File: config.mk
export PLATFORM = sky130hd
export DESIGN_NAME = imcs_sequencer
export DESIGN_NICKNAME = d
export VERILOG_FILES = /design/src/design/imcs_pkg.sv /design/src/design/imcs_bclk_div.sv /design/src/design/imcs_phase_timer.sv /design/src/design/imcs_sequencer.sv
export SDC_FILE = /design/constraint.sdc
export NUM_CORES = 1
export LEC_CHECK = 0
export BUFFER_PORTS_ARGS = -buffer_cell sky130_fd_sc_hd__buf_2
export CAP_MARGIN = 0
export CELL_PAD_IN_SITES_DETAIL_PLACEMENT = 1
export CELL_PAD_IN_SITES_GLOBAL_PLACEMENT = 1
export CORE_UTILIZATION = 40
export CTS_BUF_LIST = sky130_fd_sc_hd__clkbuf_16
export DETAILED_ROUTE_END_ITERATION = 6
export PLACE_DENSITY = 0.87
export RECOVER_POWER = 50
export SLEW_MARGIN = 20
export SYNTH_ARGS = -nofsm -noshare
export SYNTH_HDL_FRONTEND = slang
export SYNTH_SLANG_ARGS = --single-unit
File: constraint.sdc
create_clock -name CLOCK -period 2.3 [get_ports CLOCK]
set_input_delay 0.23 -clock CLOCK [delete_from_list [all_inputs] [get_ports CLOCK]]
set_output_delay 0.23 -clock CLOCK [all_outputs]
set_load 0.01 [all_outputs]
File: src/design/imcs_pkg.sv
// constants and types shared by the bus master cycle sequencer
package imcs_pkg;

  // core clock and bus clock; the bus clock period is a plain default
  localparam int unsigned CLK_PERIOD_NS  = 5;
  localparam int unsigned BCLK_PERIOD_NS = 125;
  localparam int unsigned BCLK_CYC       = (BCLK_PERIOD_NS + CLK_PERIOD_NS - 1) / CLK_PERIOD_NS;
  localparam int unsigned DIV_W          = 8;
  localparam logic [7:0]  DIV_LAST       = 8'(BCLK_CYC - 1);
  localparam logic [7:0]  DIV_ZERO       = 8'h00;

  // spacings in bus clock periods, all minimums
  localparam int unsigned LA_TO_ALE_NEG_T  = 5;
  localparam int unsigned SA_TO_ALE_NEG_T  = 1;
  localparam int unsigned LA_TO_CMD_T      = 5;
  localparam int unsigned SA_TO_CMD_T      = 2;
  localparam int unsigned ALE_WIDTH_T      = 1;
  localparam int unsigned ALE_TO_CMD_T     = 2;
  localparam int unsigned ALE_TO_CMD_NEG_T = 11;
  localparam int unsigned ALE_NEG_TO_LA_T  = 14;
  localparam int unsigned CMD_WIDTH_T      = 9;
  localparam int unsigned CMD_TO_LA_T      = 13;
  localparam int unsigned CMD_TO_SA_MEM_T  = 10;
  localparam int unsigned CMD_TO_SA_IO_T   = 19;

  // phase lengths derived from the spacings above
  localparam int unsigned TMR_W        = 5;
  localparam logic [4:0]  ADDR_PHASE_T = 5'(LA_TO_ALE_NEG_T - ALE_WIDTH_T);
  localparam logic [4:0]  ALE_PHASE_T  = 5'(ALE_WIDTH_T);
  localparam logic [4:0]  GAP_PHASE_T  = 5'(ALE_TO_CMD_T - ALE_WIDTH_T);
  localparam logic [4:0]  CMD_PHASE_T  = 5'(CMD_WIDTH_T);
  localparam logic [4:0]  HOLD_MEM_T   = 5'(CMD_TO_LA_T - CMD_WIDTH_T);
  localparam logic [4:0]  HOLD_IO_T    = 5'(CMD_TO_SA_IO_T - CMD_WIDTH_T);
  localparam logic [4:0]  TMR_ZERO     = 5'h00;
  localparam logic [4:0]  TMR_ONE      = 5'h01;

  // age counters used only by the checks
  localparam logic [4:0]  AGE_MAX = 5'h1f;
  localparam logic [4:0]  AGE_ONE = 5'h01;

  // address fields of a request
  localparam int unsigned ADDR_W  = 24;
  localparam int unsigned LA_HI   = 23;
  localparam int unsigned LA_LO   = 17;
  localparam int unsigned SA_HI   = 19;

  typedef enum logic [1:0] {
    KIND_MEM,
    KIND_LOWMEM,
    KIND_IO
  } imcs_kind_type;

endpackage

File: src/design/imcs_bclk_div.sv
// bus clock tick generator: one core-clock pulse per bus clock period
`timescale 1ns/1ps
`default_nettype none
module imcs_bclk_div (
  input  wire logic clock,
  input  wire logic rstn,
  input  wire logic ce,
  output logic      tick
);
  logic [imcs_pkg::DIV_W-1:0] cnt;
  logic [imcs_pkg::DIV_W-1:0] next_cnt;

  // free running count, frozen while the clock enable is low
  always_comb begin
    next_cnt = cnt;
    if (ce) begin
      if (cnt == imcs_pkg::DIV_ZERO) begin
        next_cnt = imcs_pkg::DIV_LAST;
      end else begin
        next_cnt = cnt - 8'h01;
      end
    end
  end

  always_ff @(posedge clock or negedge rstn) begin
    if (!rstn) begin
      cnt <= imcs_pkg::DIV_ZERO;
    end else begin
      cnt <= next_cnt;
    end
  end

  assign tick = ce && (cnt == imcs_pkg::DIV_ZERO);
endmodule
`default_nettype wire

File: src/design/imcs_phase_timer.sv
// phase timer counting bus clock ticks down from a loaded length
`timescale 1ns/1ps
`default_nettype none
module imcs_phase_timer (
  input  wire logic                      clock,
  input  wire logic                      rstn,
  input  wire logic                      ce,
  input  wire logic                      tick,
  input  wire logic                      load,
  input  wire logic [imcs_pkg::TMR_W-1:0] load_val,
  output logic                           last
);
  logic [imcs_pkg::TMR_W-1:0] cnt;
  logic [imcs_pkg::TMR_W-1:0] next_cnt;

  // a load wins over the decrement, as it lands on the ending tick
  always_comb begin
    next_cnt = cnt;
    if (ce) begin
      if (load) begin
        next_cnt = load_val;
      end else if (tick && (cnt != imcs_pkg::TMR_ZERO)) begin
        next_cnt = cnt - imcs_pkg::TMR_ONE;
      end
    end
  end

  always_ff @(posedge clock or negedge rstn) begin
    if (!rstn) begin
      cnt <= imcs_pkg::TMR_ZERO;
    end else begin
      cnt <= next_cnt;
    end
  end

  assign last = tick && (cnt == imcs_pkg::TMR_ONE);
endmodule
`default_nettype wire

File: src/design/imcs_sequencer.sv
// bus master cycle sequencer: address, latch strobe and command ordering
`timescale 1ns/1ps
`default_nettype none
module imcs_sequencer (
  input  wire logic        CLOCK,
  input  wire logic        RSTN,
  input  wire logic        CE,
  input  wire logic        REQ_VALID,
  output logic             REQ_READY,
  input  wire logic [1:0]  REQ_KIND,
  input  wire logic        REQ_WRITE,
  input  wire logic [23:0] REQ_ADDR,
  input  wire logic        REQ_BHE,
  output logic             DONE,
  output logic [6:0]       LA,
  output logic [19:0]      SA,
  output logic             SBHE,
  output logic             ALE_N,
  output logic             MEMR_N,
  output logic             MEMW_N,
  output logic             SMEMR_N,
  output logic             SMEMW_N,
  output logic             IOR_N,
  output logic             IOW_N
);
  typedef enum logic [2:0] {
    ST_IDLE,
    ST_ADDR,
    ST_ALE,
    ST_GAP,
    ST_CMD,
    ST_HOLD
  } imcs_state_type;

  imcs_state_type          state;
  imcs_state_type          next_state;
  imcs_pkg::imcs_kind_type kind;
  imcs_pkg::imcs_kind_type next_kind;
  logic                    write;
  logic                    next_write;
  logic [6:0]              next_la;
  logic [19:0]             next_sa;
  logic                    next_sbhe;
  logic                    next_ale_n;
  logic [5:0]              cmd_n;
  logic [5:0]              next_cmd_n;
  logic                    next_done;
  logic                    tick;
  logic                    last;
  logic                    load;
  logic [4:0]              load_val;
  logic                    accept;

  // all phases are counted in bus clock ticks
  imcs_bclk_div u_div (
    .clock (CLOCK),
    .rstn  (RSTN),
    .ce    (CE),
    .tick  (tick)
  );

  imcs_phase_timer u_tmr (
    .clock    (CLOCK),
    .rstn     (RSTN),
    .ce       (CE),
    .tick     (tick),
    .load     (load),
    .load_val (load_val),
    .last     (last)
  );

  // requests are taken only on a tick so every phase spans whole bus clocks
  assign REQ_READY = (state == ST_IDLE) && tick;
  assign accept    = REQ_VALID && REQ_READY;

  // one-hot-low command vector: memr, memw, smemr, smemw, ior, iow
  function automatic logic [5:0] cmd_vec(input imcs_pkg::imcs_kind_type k, input logic wr);
    logic [5:0] v;
    v = 6'h3f;
    if (k == imcs_pkg::KIND_MEM) begin
      v[wr ? 4 : 5] = 1'b0;
    end else if (k == imcs_pkg::KIND_LOWMEM) begin
      v[wr ? 2 : 3] = 1'b0;
    end else begin
      v[wr ? 0 : 1] = 1'b0;
    end
    return v;
  endfunction

  // sequencing: address, latch, gap, command, hold
  always_comb begin
    next_state = state;
    next_kind  = kind;
    next_write = write;
    next_la    = LA;
    next_sa    = SA;
    next_sbhe  = SBHE;
    next_done  = 1'b0;
    load       = 1'b0;
    load_val   = imcs_pkg::TMR_ZERO;
    case (state)
      ST_IDLE: begin
        if (accept) begin
          // addresses go out first and stay put until the next request
          // the unused kind code runs as i/o, so it also gets the long address hold
          next_kind  = (REQ_KIND == 2'h3) ? imcs_pkg::KIND_IO : imcs_pkg::imcs_kind_type'(REQ_KIND);
          next_write = REQ_WRITE;
          next_la    = REQ_ADDR[imcs_pkg::LA_HI:imcs_pkg::LA_LO];
          next_sa    = REQ_ADDR[imcs_pkg::SA_HI:0];
          next_sbhe  = REQ_BHE;
          next_state = ST_ADDR;
          load       = 1'b1;
          load_val   = imcs_pkg::ADDR_PHASE_T;
        end
      end
      ST_ADDR: begin
        if (last) begin
          next_state = ST_ALE;
          load       = 1'b1;
          load_val   = imcs_pkg::ALE_PHASE_T;
        end
      end
      ST_ALE: begin
        if (last) begin
          next_state = ST_GAP;
          load       = 1'b1;
          load_val   = imcs_pkg::GAP_PHASE_T;
        end
      end
      ST_GAP: begin
        if (last) begin
          next_state = ST_CMD;
          load       = 1'b1;
          load_val   = imcs_pkg::CMD_PHASE_T;
        end
      end
      ST_CMD: begin
        if (last) begin
          next_state = ST_HOLD;
          load       = 1'b1;
          // i/o needs the longer address hold after the command
          load_val   = (kind == imcs_pkg::KIND_IO) ? imcs_pkg::HOLD_IO_T : imcs_pkg::HOLD_MEM_T;
        end
      end
      ST_HOLD: begin
        if (last) begin
          next_state = ST_IDLE;
          next_done  = 1'b1;
        end
      end
      default: begin
        next_state = ST_IDLE;
      end
    endcase
    // strobes come straight from the next state so they stay glitch free
    next_ale_n = (next_state != ST_ALE);
    next_cmd_n = (next_state == ST_CMD) ? cmd_vec(next_kind, next_write) : 6'h3f;
  end

  // register the state and every pin but REQ_READY, all frozen while the enable is low
  always_ff @(posedge CLOCK or negedge RSTN) begin
    if (!RSTN) begin
      state <= ST_IDLE;
      kind  <= imcs_pkg::KIND_MEM;
      write <= 1'b0;
      LA    <= 7'h00;
      SA    <= 20'h00000;
      SBHE  <= 1'b0;
      ALE_N <= 1'b1;
      cmd_n <= 6'h3f;
      DONE  <= 1'b0;
    end else if (CE) begin
      state <= next_state;
      kind  <= next_kind;
      write <= next_write;
      LA    <= next_la;
      SA    <= next_sa;
      SBHE  <= next_sbhe;
      ALE_N <= next_ale_n;
      cmd_n <= next_cmd_n;
      DONE  <= next_done;
    end
  end

  assign MEMR_N  = cmd_n[5];
  assign MEMW_N  = cmd_n[4];
  assign SMEMR_N = cmd_n[3];
  assign SMEMW_N = cmd_n[2];
  assign IOR_N   = cmd_n[1];
  assign IOW_N   = cmd_n[0];

  // ---- checks ----
  // tick ages since address load, latch assert, latch negate, command assert
  logic [4:0] addr_age;
  logic [4:0] ale_age;
  logic [4:0] aneg_age;
  logic [4:0] cmd_age;
  logic       last_io;
  logic       cmd_on;
  logic       cmd_on_q;
  logic       ale_q;
  logic       mem_cmd;
  logic       smem_cmd;
  logic       io_cmd;

  // saturate so long idle stretches never wrap back to small ages
  function automatic logic [4:0] age_inc(input logic [4:0] a);
    return (a == imcs_pkg::AGE_MAX) ? a : a + imcs_pkg::AGE_ONE;
  endfunction

  assign cmd_on   = (cmd_n != 6'h3f);
  assign mem_cmd  = !(MEMR_N && MEMW_N);
  assign smem_cmd = !(SMEMR_N && SMEMW_N);
  assign io_cmd   = !(IOR_N && IOW_N);

  always_ff @(posedge CLOCK or negedge RSTN) begin
    if (!RSTN) begin
      addr_age <= imcs_pkg::AGE_MAX;
      ale_age  <= imcs_pkg::AGE_MAX;
      aneg_age <= imcs_pkg::AGE_MAX;
      cmd_age  <= imcs_pkg::AGE_MAX;
      last_io  <= 1'b0;
      cmd_on_q <= 1'b0;
      ale_q    <= 1'b0;
    end else if (CE) begin
      cmd_on_q <= cmd_on;
      ale_q    <= !ALE_N;
      if (tick) begin
        addr_age <= accept ? 5'h00 : age_inc(addr_age);
        ale_age  <= (next_state == ST_ALE && state != ST_ALE) ? 5'h00 : age_inc(ale_age);
        aneg_age <= (state == ST_ALE && next_state != ST_ALE) ? 5'h00 : age_inc(aneg_age);
        cmd_age  <= (next_state == ST_CMD && state != ST_CMD) ? 5'h00 : age_inc(cmd_age);
        if (next_state == ST_CMD && state != ST_CMD) begin
          last_io <= (next_kind == imcs_pkg::KIND_IO);
        end
      end
    end
  end

  a_la_ale_neg: assert property (@(posedge CLOCK) disable iff (!RSTN)
    $rose(ALE_N) |-> addr_age >= 5'(imcs_pkg::LA_TO_ALE_NEG_T))
    else $error("LA set up too briefly before latch negation");

  a_la_mem_cmd: assert property (@(posedge CLOCK) disable iff (!RSTN)
    (mem_cmd && !cmd_on_q) |-> addr_age >= 5'(imcs_pkg::LA_TO_CMD_T))
    else $error("LA set up too briefly before memory command");

  a_sa_ale_neg: assert property (@(posedge CLOCK) disable iff (!RSTN)
    $rose(ALE_N) |-> addr_age >= 5'(imcs_pkg::SA_TO_ALE_NEG_T) && $stable(SA) && $stable(SBHE))
    else $error("SA set up too briefly before latch negation");

  a_sa_mem_cmd: assert property (@(posedge CLOCK) disable iff (!RSTN)
    (mem_cmd && !cmd_on_q) |-> addr_age >= 5'(imcs_pkg::SA_TO_CMD_T))
    else $error("SA set up too briefly before memory command");

  a_sa_smem_cmd: assert property (@(posedge CLOCK) disable iff (!RSTN)
    (smem_cmd && !cmd_on_q) |-> addr_age >= 5'(imcs_pkg::SA_TO_CMD_T))
    else $error("SA set up too briefly before low-memory command");

  a_sa_io_cmd: assert property (@(posedge CLOCK) disable iff (!RSTN)
    (io_cmd && !cmd_on_q) |-> addr_age >= 5'(imcs_pkg::SA_TO_CMD_T))
    else $error("SA set up too briefly before i/o command");

  a_ale_width: assert property (@(posedge CLOCK) disable iff (!RSTN)
    $rose(ALE_N) |-> ale_age >= 5'(imcs_pkg::ALE_WIDTH_T))
    else $error("latch strobe too short");

  a_ale_to_cmd: assert property (@(posedge CLOCK) disable iff (!RSTN)
    (cmd_on && !cmd_on_q) |-> ale_age >= 5'(imcs_pkg::ALE_TO_CMD_T))
    else $error("command too soon after latch strobe");

  a_ale_cmd_neg: assert property (@(posedge CLOCK) disable iff (!RSTN)
    (!cmd_on && cmd_on_q && !last_io) |-> ale_age >= 5'(imcs_pkg::ALE_TO_CMD_NEG_T))
    else $error("memory command negated too soon after latch");

  a_la_after_ale: assert property (@(posedge CLOCK) disable iff (!RSTN)
    $changed(LA) |-> aneg_age >= 5'(imcs_pkg::ALE_NEG_TO_LA_T))
    else $error("LA changed too soon after latch negation");

  a_mem_width: assert property (@(posedge CLOCK) disable iff (!RSTN)
    (!cmd_on && cmd_on_q && !last_io) |-> cmd_age >= 5'(imcs_pkg::CMD_WIDTH_T))
    else $error("memory command too short");

  a_io_width: assert property (@(posedge CLOCK) disable iff (!RSTN)
    (!cmd_on && cmd_on_q && last_io) |-> cmd_age >= 5'(imcs_pkg::CMD_WIDTH_T))
    else $error("i/o command too short");

  a_la_after_cmd: assert property (@(posedge CLOCK) disable iff (!RSTN)
    $changed(LA) |-> cmd_age >= 5'(imcs_pkg::CMD_TO_LA_T))
    else $error("LA changed too soon after command");

  a_sa_after_mem: assert property (@(posedge CLOCK) disable iff (!RSTN)
    ($changed(SA) && !last_io) |-> cmd_age >= 5'(imcs_pkg::CMD_TO_SA_MEM_T))
    else $error("SA changed too soon after memory command");

  a_sa_after_io: assert property (@(posedge CLOCK) disable iff (!RSTN)
    ($changed(SA) && last_io) |-> cmd_age >= 5'(imcs_pkg::CMD_TO_SA_IO_T))
    else $error("SA changed too soon after i/o command");

  a_cycle_order: assert property (@(posedge CLOCK) disable iff (!RSTN)
    (cmd_on && !cmd_on_q) |-> ALE_N && !ale_q && $stable(SA))
    else $error("command asserted out of order");

  c_mem_read: cover property (@(posedge CLOCK) disable iff (!RSTN) $fell(MEMR_N));
  c_io_write: cover property (@(posedge CLOCK) disable iff (!RSTN) $fell(IOW_N));
  c_low_mem:  cover property (@(posedge CLOCK) disable iff (!RSTN) $fell(SMEMW_N));
  c_done:     cover property (@(posedge CLOCK) disable iff (!RSTN) DONE ##[1:60] REQ_READY && REQ_VALID);
endmodule
`default_nettype wire

==> flow_metrics.tcl <==
set metrics [dict create \
    max_freq_ghz 0.472 \
    p_leak_nw 1.50 \
    io_buffers 68 \
    final-seq-area_um2 1310 \
    syn_area_per_cell_um2 11.8 \
    yosys_warnings 0 \
    drc 0 \
    start_util_pct 42.2 \
    vias 2004 \
    grt_max_degree 31 \
    wl_um 6410 \
    synth_area_um2 2540 \
    clock_skew_ps 8.15 \
    rsz0062_at_grt "false" \
    end_kind "primary output" \
    nFillCells 703 \
    pin_count 69 \
    p_switching_w 0.000780 \
    fin_nets 324 \
    irDropWorstVdd_mv 0.407 \
    tightest_slew_ps 1640 \
    synth_top_area_share_pct 44.3 \
    p_int_w 0.00166 \
    postCtsSetupBuffers 0 \
    failed_checks "max-capacitance violations, max-slew violations" \
    post_drt_via_cell_ratio 5.52 \
    synthFlopType "dfrtp_1" \
    yosysUniqueCellTypes 48 \
    routedWlPerCell_um 17.7 \
    dp_cells 354 \
    multi_input_area_um2 1110 \
    final_util_pct 50.9 \
    path_clk_slew_ps 70 \
    status "complete, but fails checks" \
    synth_seq_cells 52 \
    worstSetupPathType "flip-flop to primary output" \
    drt_iter0_markers 51 \
    critPathLaunchType "flip-flop" \
    cts_tree "yes" \
    clockBufferDepth 2 \
    grt_pass1_wl_um 10400 \
    drv_slew 31 \
    p_sw_share_pct 31.9 \
    period_share_pct 92.2 \
    grt_pass1_vias 2096 \
    pwr-share-comb_pct 21.9 \
    synthTopCellsByCount "45 x dfrtp_1, 27 x mux2_2, 16 x nor2_1" \
    timing.hold.ws_ps 158 \
    relSlewSlack_pct -9.30 \
    p_seq_share_pct 47.7 \
    fin_cells 363 \
    finalSetupTns_ps 0 \
    grt_usage_pct 20.9 \
    synthTopCellsByArea "dfrtp_1 44%, mux2_2 12%, dfstp_2 7.2%, ha_1 2.5%, nor2_1 2.4%" \
    async_flop_share_pct 100 \
    antenna_cells 0 \
    die_h_um 81.7 \
    crit_required_ps 2070 \
    fp.coreArea_um2 6030 \
    die_area_um2 6680 \
    maxCapViolations 1 \
    cp.arrival_ps 1890 \
    die_x_um 81.7 \
    drive_gt1_share_pct 31.6 \
    yosysSeqAreaShare_pct 51.5 \
    min_period_ps 2120 \
    antenna_found_initial 0 \
    area_growth_pct 20.7 \
    ant_nets 0 \
    crit_fanout 5 \
    post-synth-top-count-cell "dfrtp_1" \
    drtPass1Iterations 4 \
    clock_tree.root_cell "clkbuf_16" \
    post-route-cell-area_um2 3070 \
    synth_fp_nets 253 \
    row_count 28 \
    dpl.hpwl_um 4550 \
    h-tree-depth 2 \
    cts_buffers 5 \
    min-delay-path-class "primary input to flip-flop" \
    gp_congestion 0.826 \
    synth-edff-count 0 \
    p_per_area_nw_per_um2 797 \
    setup_violations 0 \
    cts_num_sinks 52 \
    p_clk_share_pct 30.4 \
    grt_overflow_total 0 \
    yosysTopAreaCell "dfrtp_1" \
    dpl-instance-area_um2 2960 \
    clkLatencyLatePin_ps 300 \
    hold_viol 0 \
    syn-instance-count 216 \
]
-- power by group through the flow --
stage	sequential [W]	clock, W	combinational, W
5_1_grt	0.00118	0.000788	0.000604
2_1_floorplan	0.00114	0	0.000374
6_report	0.00117	0.000743	0.000536
4_1_cts	0.00116	0.000757	0.000534
3_3_place_gp	0.00116	0	0.000493
3_5_place_dp	0.00117	0	0.000512
-- final cells by class --
cell class,count,area share (%)
clock buffer,5,4.08
multi-input combinational,141,36.3
tap,75,3.06
timing repair buffer,78,12.1
sequential,52,42.7
inverter,9,1.10
clock inverter,3,0.652
-- routing by layer --
layer	GRT usage [%]	up-vias	routed length [um]
met5	0	-	0
met1	26.4	1019	2770
met2	34.8	53	3240
li1	-	925	-
met4	8.25	0	112
met3	4.44	7	292
-- cells in the final DEF (no fill, tap or decap), types with 2 or more instances in the layout --
cell type | synthesis | final
a21o_1 | 2 | 2
buf_2 | 2 | 31
nand2_1 | 6 | 6
nand3b_1 | 2 | 2
nor4b_4 | 2 | 2
buf_4 | 3 | 9
nor3_1 | 5 | 5
clkbuf_16 | 0 | 5
a31oi_1 | 7 | 7
nand2_4 | 2 | 2
nand4_1 | 3 | 3
or3_1 | 2 | 2
nand3_1 | 6 | 6
o21ai_0 | 10 | 10
o32a_1 | 4 | 4
o22ai_1 | 2 | 2
a21oi_1 | 9 | 9
inv_1 | 9 | 10
clkbuf_1 | 6 | 37
dfstp_2 | 7 | 7
mux2i_1 | 3 | 3
o22a_1 | 2 | 2
xnor2_1 | 3 | 3
ha_1 | 5 | 5
and3_1 | 3 | 3
nor2_1 | 16 | 16
dfrtp_1 | 45 | 45
mux2_2 | 27 | 27
-- state kept, by name (all words and copies together), names as in the netlist --
register,cells
ALE_N,1
cmd_n,6
state,3
SA,17
LA,7
u_tmr.cnt,5
kind,2
DONE,1
write,1
SBHE,1
u_div.cnt,8
-- metrics by stage --
step | worst slack, ps | total power (W)
2_1_floorplan | 276 | 0.00151
3_3_place_gp | 293 | 0.00166
3_5_place_dp | 171 | 0.00168
4_1_cts | 68.5 | 0.00245
5_1_grt | 64.5 | 0.00257
6_report | 180 | 0.00244
-- path summary, 6_finish.rpt --
kind	startpoint	end	slack [ps]	depth (start not counted)
setup / recovery	u_div.cnt[1]	REQ_READY	180	8
hold / removal	REQ_ADDR[17]	LA[0]	160	2
setup reg to reg	u_div.cnt[1]	cmd_n[5]	240	7
hold reg to reg	kind[1]	cmd_n[0]	490	1
max in group asynchronous	RSTN	cmd_n[2]	390	3
min in group asynchronous	RSTN	u_tmr.cnt[1]	890	2
-- kinds of logic after synthesis --
kind of cell | share of synthesized area (%)
buf+inv | 4.82
compound gates | 12.1
xor+xnor | 1.03
mux | 14.2
flops | 51.5
fa+ha+maj | 2.46
simple gates | 13.9
-- timing repair --
action / 4_1_cts / 5_1_grt
hold endpoints to repair: 23 / 0
gates resized for setup: 0 / 1
hold buffers: 1 / 0
setup endpoints to repair: 0 / 1
-- critical path, cell delays in order, from the launching register on --
cell     delay, ps
dfrtp_1        400
inv_1          110
ha_1           190
nor3b_2        210
buf_4          150
nand3_1        110
buf_4          180
nor2_1          90
buf_2          140
Power figures use the tool's default switching activity.
